**config.mk**
```make
export PLATFORM = sky130hd
export DESIGN_NAME = scan_port
export DESIGN_NICKNAME = d
export VERILOG_FILES = /design/src/rtl/scan_pkg.sv /design/src/rtl/stream_if.sv /design/src/rtl/scan_fifo.sv /design/src/rtl/scan_port.sv
export SDC_FILE = /design/constraint.sdc
export NUM_CORES = 1
export LEC_CHECK = 0
export BUFFER_PORTS_ARGS = -buffer_cell sky130_fd_sc_hd__clkbuf_2
export CELL_PAD_IN_SITES_DETAIL_PLACEMENT = 2
export CELL_PAD_IN_SITES_GLOBAL_PLACEMENT = 2
export CORE_MARGIN = 2
export CORE_UTILIZATION = 45
export CTS_CLUSTER_DIAMETER = 120
export DETAILED_ROUTE_END_ITERATION = 6
export GPL_ROUTABILITY_DRIVEN = 1
export PLACE_DENSITY_LB_ADDON = 0.1
export SYNTH_ARGS = -nofsm -noshare
export SYNTH_HDL_FRONTEND = slang
export SYNTH_SLANG_ARGS = --single-unit
```
**constraint.sdc**
```tcl
create_clock -name clk_in -period 6.6 [get_ports clk_in]
set_clock_uncertainty 0.15 [all_clocks]
set_input_delay 0.66 -clock clk_in [delete_from_list [all_inputs] [get_ports clk_in]]
set_output_delay 0.66 -clock clk_in [all_outputs]
set_load 0.02 [all_outputs]
```
**src/rtl/scan_pkg.sv**
```systemverilog
// Purpose: Shared constants and types of the boundary-scan test port
// Assumes: One system clock; the test clock is sampled as data
// Notes:   Chain is three cells per pin: input, output enable, output
`default_nettype none
package scan_pkg;
    localparam int IR_W      = 3;
    localparam int NPINS     = 2;
    localparam int CELL_W    = 3;
    localparam int BSR_W     = NPINS * CELL_W;
    localparam int CELL_IN   = 0;
    localparam int CELL_OE   = 1;
    localparam int CELL_OUT  = 2;
    localparam int FIFO_DEPTH = 8;
    localparam int ONES_W    = 3;
    localparam int RESET_ONES = 5;

    localparam logic [IR_W-1:0] IR_EXTEST  = 3'h0;
    localparam logic [IR_W-1:0] IR_SAMPLE  = 3'h1;
    localparam logic [IR_W-1:0] IR_BYPASS  = 3'h7;
    localparam logic [IR_W-1:0] IR_CAPTURE = 3'h1;
    localparam logic [BSR_W-1:0] BSR_RESET = 6'h00;

    typedef enum logic [3:0] {
        TAP_RESET, TAP_IDLE, SEL_DR, CAP_DR, SH_DR, EX1_DR, PAU_DR, EX2_DR,
        UPD_DR, SEL_IR, CAP_IR, SH_IR, EX1_IR, PAU_IR, EX2_IR, UPD_IR
    } tap_state_t;
endpackage
`default_nettype wire

```
**src/rtl/stream_if.sv**
```systemverilog
// Purpose: Valid/ready word carrier between the port and its FIFO
// Assumes: Both ends on the same clock
// Notes:   src drives data and valid, snk drives ready
`timescale 1ns/100ps
`default_nettype none
interface stream_if #(parameter int W = 8);
    logic [W-1:0] data;
    logic         valid;
    logic         ready;
    modport src (output data, output valid, input ready);
    modport snk (input data, input valid, output ready);
endinterface
`default_nettype wire

```
**src/rtl/scan_fifo.sv**
```systemverilog
// Purpose: Word FIFO with a registered head word
// Assumes: Synchronous active-high reset
// Notes:   Holds DEPTH words in memory plus one in the output register
`timescale 1ns/100ps
`default_nettype none
module scan_fifo #(
    parameter int W     = 8,
    parameter int DEPTH = 8
) (
    // Clock and reset
    input  wire logic clk_in,
    input  wire logic rst_in,
    // Streams
    stream_if.snk     push_if,
    stream_if.src     pop_if
);
    localparam int AW = $clog2(DEPTH);

    logic [W-1:0]  mem [DEPTH];
    logic [AW-1:0] wr_ptr_reg;
    logic [AW-1:0] rd_ptr_reg;
    logic [AW:0]   cnt_reg;
    logic [W-1:0]  head_reg;
    logic          head_valid_reg;

    wire do_push = push_if.valid && push_if.ready;
    wire do_load = (cnt_reg != '0) && (!head_valid_reg || pop_if.ready);
    wire do_pop  = head_valid_reg && pop_if.ready;

    assign push_if.ready = (cnt_reg != (AW+1)'(DEPTH));
    assign pop_if.valid  = head_valid_reg;
    assign pop_if.data   = head_reg;

    always_ff @(posedge clk_in) begin
        if (do_push) begin
            mem[wr_ptr_reg] <= push_if.data;
        end
    end

    always_ff @(posedge clk_in) begin
        if (rst_in) begin
            wr_ptr_reg     <= '0;
            rd_ptr_reg     <= '0;
            cnt_reg        <= '0;
            head_reg       <= '0;
            head_valid_reg <= 1'b0;
        end else begin
            if (do_push) begin
                wr_ptr_reg <= wr_ptr_reg + 1'b1;
            end
            if (do_load) begin
                head_reg   <= mem[rd_ptr_reg];
                rd_ptr_reg <= rd_ptr_reg + 1'b1;
            end
            cnt_reg        <= cnt_reg + (AW+1)'(do_push) - (AW+1)'(do_load);
            head_valid_reg <= do_load || (head_valid_reg && !do_pop);
        end
    end
endmodule // scan_fifo
`default_nettype wire

```
**src/rtl/scan_port.sv**
```systemverilog
// Purpose: Test access port with bypass and boundary-scan chain
// Assumes: Test clock is far slower than clk_in and sampled as data
// Notes:   Each boundary update is queued as one word for the core, unless a newer one replaces it while still pending
//
// How it works
// - Serial input is taken on each sampled test-clock rise while shifting.
// - Serial output changes only on sampled test-clock falls.
// - Serial output is driven only in shift states, otherwise released.
// - Tap state advances only on test-clock rises, using mode-select then.
// - Cells capture pin or core values, or force update values onto pins.
// - Forced and captured values move through the serial chain, and update values also leave as queued words for the core.
// - A one-bit bypass stage is the shortest serial path.
// - Instruction picks the action and the register on the serial path.
// - No test reset pin; five mode-select highs reset the tap.
`timescale 1ns/100ps
`default_nettype none
module scan_port (
    // Clock and reset
    input  wire logic                       clk_in,
    input  wire logic                       rst_in,
    // Test link
    input  wire logic                       tck_in,
    input  wire logic                       tms_in,
    input  wire logic                       tdi_in,
    output logic                            tdo_out,
    output logic                            tdo_oe_out,
    // Device pins
    input  wire logic [scan_pkg::NPINS-1:0] pin_in,
    output logic      [scan_pkg::NPINS-1:0] pin_out,
    output logic      [scan_pkg::NPINS-1:0] pin_oe_out,
    // Core side
    input  wire logic [scan_pkg::NPINS-1:0] core_out_in,
    input  wire logic [scan_pkg::NPINS-1:0] core_oe_in,
    output logic      [scan_pkg::NPINS-1:0] core_in_out,
    // Update word stream
    output logic      [scan_pkg::BSR_W-1:0] upd_data_out,
    output logic                            upd_valid_out,
    input  wire logic                       upd_ready_in
);
    import scan_pkg::*;

    function automatic logic [NPINS-1:0] cell_field(input logic [BSR_W-1:0] w,
                                                    input int f);
        logic [NPINS-1:0] r;
        r = '0;
        for (int i = 0; i < NPINS; i++) begin
            r[i] = w[i*CELL_W + f];
        end
        return r;
    endfunction

    function automatic tap_state_t tap_next(input tap_state_t s, input logic m);
        tap_state_t n;
        n = s;
        case (s)
            TAP_RESET: n = m ? TAP_RESET : TAP_IDLE;
            TAP_IDLE:  n = m ? SEL_DR : TAP_IDLE;
            SEL_DR:    n = m ? SEL_IR : CAP_DR;
            CAP_DR:    n = m ? EX1_DR : SH_DR;
            SH_DR:     n = m ? EX1_DR : SH_DR;
            EX1_DR:    n = m ? UPD_DR : PAU_DR;
            PAU_DR:    n = m ? EX2_DR : PAU_DR;
            EX2_DR:    n = m ? UPD_DR : SH_DR;
            UPD_DR:    n = m ? SEL_DR : TAP_IDLE;
            SEL_IR:    n = m ? TAP_RESET : CAP_IR;
            CAP_IR:    n = m ? EX1_IR : SH_IR;
            SH_IR:     n = m ? EX1_IR : SH_IR;
            EX1_IR:    n = m ? UPD_IR : PAU_IR;
            PAU_IR:    n = m ? EX2_IR : PAU_IR;
            EX2_IR:    n = m ? UPD_IR : SH_IR;
            UPD_IR:    n = m ? SEL_DR : TAP_IDLE;
            default:   n = TAP_RESET;
        endcase
        return n;
    endfunction

    // Two-stage synchronisers; first stage feeds only the second
    logic             tck_m_reg, tck_s_reg, tck_d_reg;
    logic             tms_m_reg, tms_s_reg;
    logic             tdi_m_reg, tdi_s_reg;
    logic [NPINS-1:0] pin_m_reg, pin_s_reg;

    tap_state_t       state_reg;
    tap_state_t       state_next;
    logic [IR_W-1:0]  ir_sh_reg, ir_reg;
    logic [BSR_W-1:0] bsr_reg, upd_reg;
    logic             byp_reg;
    logic             tdo_reg, tdo_oe_reg;
    logic [NPINS-1:0] pin_out_reg, pin_oe_reg;
    logic             upd_pend_reg;
    logic             upd_pend_next;
    logic [ONES_W-1:0] ones_reg;

    stream_if #(.W(BSR_W)) push_if ();
    stream_if #(.W(BSR_W)) pop_if ();

    wire tck_rise  = tck_s_reg && !tck_d_reg;
    wire tck_fall  = !tck_s_reg && tck_d_reg;
    wire shift_ir  = (state_reg == SH_IR);
    wire shift_dr  = (state_reg == SH_DR);
    wire sel_bsr   = (ir_reg == IR_EXTEST) || (ir_reg == IR_SAMPLE);
    wire extest    = (ir_reg == IR_EXTEST);
    wire upd_set   = tck_rise && (state_reg == UPD_DR) && sel_bsr;
    wire upd_load  = upd_pend_reg && push_if.ready;
    wire tdo_bit   = shift_ir ? ir_sh_reg[0] : (sel_bsr ? bsr_reg[0] : byp_reg);
    wire [BSR_W-1:0] cap_word;

    genvar g;
    generate
        for (g = 0; g < NPINS; g++) begin : g_cap
            assign cap_word[g*CELL_W + CELL_IN]  = pin_s_reg[g];
            assign cap_word[g*CELL_W + CELL_OE]  = core_oe_in[g];
            assign cap_word[g*CELL_W + CELL_OUT] = core_out_in[g];
        end
    endgenerate

    assign state_next    = tck_rise ? tap_next(state_reg, tms_s_reg) : state_reg;
    // Set wins over the load that would clear it
    assign upd_pend_next = upd_set || (upd_pend_reg && !upd_load);
    assign push_if.valid = upd_pend_reg;
    assign push_if.data  = upd_reg;
    assign pop_if.ready  = upd_ready_in;
    assign upd_data_out  = pop_if.data;
    assign upd_valid_out = pop_if.valid;
    assign tdo_out       = tdo_reg;
    assign tdo_oe_out    = tdo_oe_reg;
    assign pin_out       = pin_out_reg;
    assign pin_oe_out    = pin_oe_reg;
    assign core_in_out   = pin_s_reg;

    scan_fifo #(.W(BSR_W), .DEPTH(FIFO_DEPTH)) u_fifo (
        .clk_in  (clk_in),
        .rst_in  (rst_in),
        .push_if (push_if),
        .pop_if  (pop_if)
    );

    always_ff @(posedge clk_in) begin
        tck_m_reg <= tck_in;
        tck_s_reg <= tck_m_reg;
        tms_m_reg <= tms_in;
        tms_s_reg <= tms_m_reg;
        tdi_m_reg <= tdi_in;
        tdi_s_reg <= tdi_m_reg;
        pin_m_reg <= pin_in;
        pin_s_reg <= pin_m_reg;
        tck_d_reg <= tck_s_reg;
    end

    // Tap state; only the mode-select walk resets it beyond rst_in
    always_ff @(posedge clk_in) begin
        if (rst_in) begin
            state_reg <= TAP_RESET;
        end else begin
            state_reg <= state_next;
        end
    end

    // Instruction path
    always_ff @(posedge clk_in) begin
        if (rst_in) begin
            ir_sh_reg <= IR_BYPASS;
            ir_reg    <= IR_BYPASS;
        end else if (tck_rise) begin
            case (state_reg)
                TAP_RESET: ir_reg    <= IR_BYPASS;
                CAP_IR:    ir_sh_reg <= IR_CAPTURE;
                SH_IR:     ir_sh_reg <= {tdi_s_reg, ir_sh_reg[IR_W-1:1]};
                UPD_IR:    ir_reg    <= ir_sh_reg;
                default:   ir_reg    <= ir_reg;
            endcase
        end
    end

    // Data registers: capture and shift stages
    always_ff @(posedge clk_in) begin
        if (rst_in) begin
            bsr_reg <= BSR_RESET;
            byp_reg <= 1'b0;
        end else if (tck_rise) begin
            if (state_reg == CAP_DR) begin
                byp_reg <= 1'b0;
                if (sel_bsr) begin
                    bsr_reg <= cap_word;
                end
            end else if (shift_dr) begin
                byp_reg <= tdi_s_reg;
                if (sel_bsr) begin
                    bsr_reg <= {tdi_s_reg, bsr_reg[BSR_W-1:1]};
                end
            end
        end
    end

    // Update loads in update-DR only; a full FIFO delays the queued copy,
    // and a newer update while still pending replaces that copy
    always_ff @(posedge clk_in) begin
        if (rst_in) begin
            upd_pend_reg <= 1'b0;
            upd_reg      <= BSR_RESET;
        end else begin
            upd_pend_reg <= upd_pend_next;
            if (upd_set) begin
                upd_reg <= bsr_reg;
            end
        end
    end

    // Serial output moves on falls, released outside shift states
    always_ff @(posedge clk_in) begin
        if (rst_in) begin
            tdo_reg    <= 1'b0;
            tdo_oe_reg <= 1'b0;
        end else if (tck_fall) begin
            tdo_reg    <= tdo_bit;
            tdo_oe_reg <= shift_ir || shift_dr;
        end
    end

    always_ff @(posedge clk_in) begin
        if (rst_in) begin
            pin_out_reg <= '0;
            pin_oe_reg  <= '0;
        end else begin
            pin_out_reg <= extest ? cell_field(upd_reg, CELL_OUT) : core_out_in;
            pin_oe_reg  <= extest ? cell_field(upd_reg, CELL_OE) : core_oe_in;
        end
    end

    // Helper: run of rises with mode-select high
    always_ff @(posedge clk_in) begin
        if (rst_in) begin
            ones_reg <= '0;
        end else if (tck_rise) begin
            ones_reg <= !tms_s_reg ? '0 :
                        (ones_reg == ONES_W'(RESET_ONES)) ? ones_reg : ones_reg + 1'b1;
        end
    end
endmodule // scan_port
`default_nettype wire

```
==> results.toml <==
[global_routing]
grt_pass1_wl_um = 15500
antenna_found_initial = 0
first_global_vias = 2862
grt_start_max_net_pins = 47
overflow = 0
gr-usage-all-layers_pct = 20.4

[synth]
syn_area_um2 = 4250
synth_ff_type = "dfxtp_1"
netlist_instances = 326
syn-num-nets = 347
synth-async-reset-ratio_pct = 0
synth_top_area_cell = "edfxtp_1"
ys.warnings.count = 0
synth.top_cell.area_share_pct = 33.9
ys_seq_elements = 106
syn_avg_cell_area_um2 = 13.0
synth_cell_type_count = 49
yosys-top-cells-area = "edfxtp_1 34%, dfxtp_1 27%, mux4_2 6.4%, mux2i_1 5.9%, nor2_1 3.8%"
synth-edff-count = 48
seq_area_frac_synth_pct = 61.2

[setup_path]
crit_type = "flop to flop"
crit_arrival_ps = 3090
path_delay_family = "compound AO/OA/AOI/OAI gates"
critPathBufInv = 2
worstPathRequired_ps = 6700
cp_slowest_cell = "a21boi_1"
cp-start-kind = "flop"
timing.rr.end = "u_fifo.cnt_reg[3]"
r2r_start = "u_fifo.cnt_reg[2]"
cp-end-kind = "flop"
path_cells = "inv_1, ha_1, a21boi_1, ha_1, inv_1, ha_1, a21o_1, a21oi_1, xnor2_1, nor2_1"
reg2reg_depth = 10
r2r_slack_ps = 3610
cpMostUsedCell = "ha_1"
slowest_delay_ps = 870
path_max_fanout = 15

[run_status]
status = "finished clean"

[clock_network]
cts_setup_buffers = 0
path_clk_slew_ps = 100
hold_buffers = 0
cts_buffer_depth = 2
clock_latency_ps = 370
cts.sinks = 106
cts_resized = 0
cts-root-buf = "clkbuf_8"
numCtsBuffers = 9
cts_tree = "yes"
h-tree-depth = 3

[pwr]
ir_worst_vdd_mv = 0.127
p_leak_nw = 1.63
power_density_nw_per_um2 = 316

[layout]
drive_gt1_share_pct = 19.0
final_common_cell = "dfxtp_1"
n_fill_cell = 910
nNetsFinal = 368
final_cell_mix = "58 x dfxtp_1, 48 x edfxtp_1, 43 x nor2_1"
final_cell_count_no_fill = 463
largest_register = "u_fifo.mem"
synthToLayoutAreaGrowth_pct = 9.00
antenna_cells = 0
largest_reg_flops = 48

[sta]
max_freq_ghz = 0.334
setup_tns_ps = 0
period_needed_ps = 2990
tightest_slew_ps = 1160
setup_viol = 0
fin_crit_sh_pct = 45.3
slew_violations = 0
max_slew_margin_pct = 22.7
final-hold-violation-count = 0
rsz0062_at_grt = "no"

[detailed_routing]
wl_um = 9450
num_vias = 2619
drc = 0
wl_per_cell_um = 20.4
drt_iter0_drc = 77
dr.pass1.iters = 4
antenna_left = 0
avgViaCountPerCell = 5.66

[placement]
place_hpwl_um = 6710
portBuffers = 26
dp.cells = 447
gp_congestion = 0.732

[hold_path]
whs_endpoint = "tck_s_reg"
hold_depth = 0
min_path_type = "flop to flop"
min_from = "tck_m_reg"

[floorplan]
pin_count = 27
coreArea_um2 = 9200
start_util_pct = 46.2
die-area_um2 = 10200
dieHeight_um = 101
die_x_um = 101
rows = 35

[flow_run]
cap_viol_max_count = 0
[power by group]
part / total, mW / switching [mW] / internal, mW
logic: 0.312 / 0.163 / 0.149
clock network: 0.373 / 0.229 / 0.144
registers: 0.782 / 0.0594 / 0.723
total: 1.47 / 0.451 / 1.02
[through the flow]
step                setup WS [ps]  utilization, %  area, um^2  hold WS [ps]  power (mW)
floorplan                    3970               -        4250           160        1.02
global placement             3440            48.4        4450           162        1.08
detailed placement           3260            48.4        4450           164        1.12
CTS                          3570            50.4        4640           190        1.49
global route                 3370            50.4        4640           194        1.55
finish                       3610            50.4        4640           187        1.47
[worst reg2reg max path, cell delays in order, from the launching register on]
cell and delay (ps):
dfxtp_1 320, inv_1 60, ha_1 230, a21boi_1 870, ha_1 310, inv_1 80
ha_1 290, a21o_1 180, a21oi_1 180, xnor2_1 140, nor2_1 50
[how the worst max path moves through the flow]
| stage | start | end | cells past startpoint |
|---|---|---|---|
| final | u_fifo.cnt_reg[2] | u_fifo.cnt_reg[3] | 10 |
| after global routing | u_fifo.cnt_reg[2] | u_fifo.cnt_reg[3] | 10 |
| after CTS | u_fifo.cnt_reg[2] | u_fifo.cnt_reg[3] | 10 |
| after detailed placement | upd_ready_in | u_fifo.cnt_reg[3] | 10 |
| after global placement | upd_ready_in | u_fifo.cnt_reg[3] | 10 |
| after floorplan | upd_ready_in | u_fifo.cnt_reg[1] | 8 |
[cells in the mapped netlist, types with 5 or more instances]
master and instances:
dfxtp_1 58, edfxtp_1 48, nor2_1 43, mux2i_1 25, a211oi_1 12, a21oi_1 12, mux4_2 12, inv_1 11
clkbuf_1 9, ha_1 8, nor3_1 7, nand2_1 6, nand2b_1 5, nor2b_1 5, xnor2_1 5
[layer usage]
layer | share of wire (%) | global-route usage (%) | routed length (um)
met1 | 42 | 24.6 | 4010
met2 | 54 | 37.0 | 5090
met3 | 2.1 | 4.14 | 198
met4 | 1.6 | 5.93 | 149
met5 | 0 | 0 | 0
[area by class of cell]
type                       instances  area, um^2  area share [%]
timing repair buffer              28         145            3.13
tap                              111         139            3.00
sequential                       106        2600            56.1
inverter                          11        41.3           0.891
multi-input combinational        191        1530            32.9
clock buffer                       9         124            2.67
clock inverter                     7        58.8            1.27
[kinds of logic after synthesis]
group                      Yosys count  share of synthesized area (%)
muxes                               37                           12.2
AOI/OAI and AO/OA                   50                           9.09
xor gates and xnor gates             7                           1.44
and+or+nand+nor                     88                           10.3
adders and majority gates            9                           2.82
buffers and inverters               29                           2.94
DFF                                106                           61.2
Power figures use the tool's default switching activity.
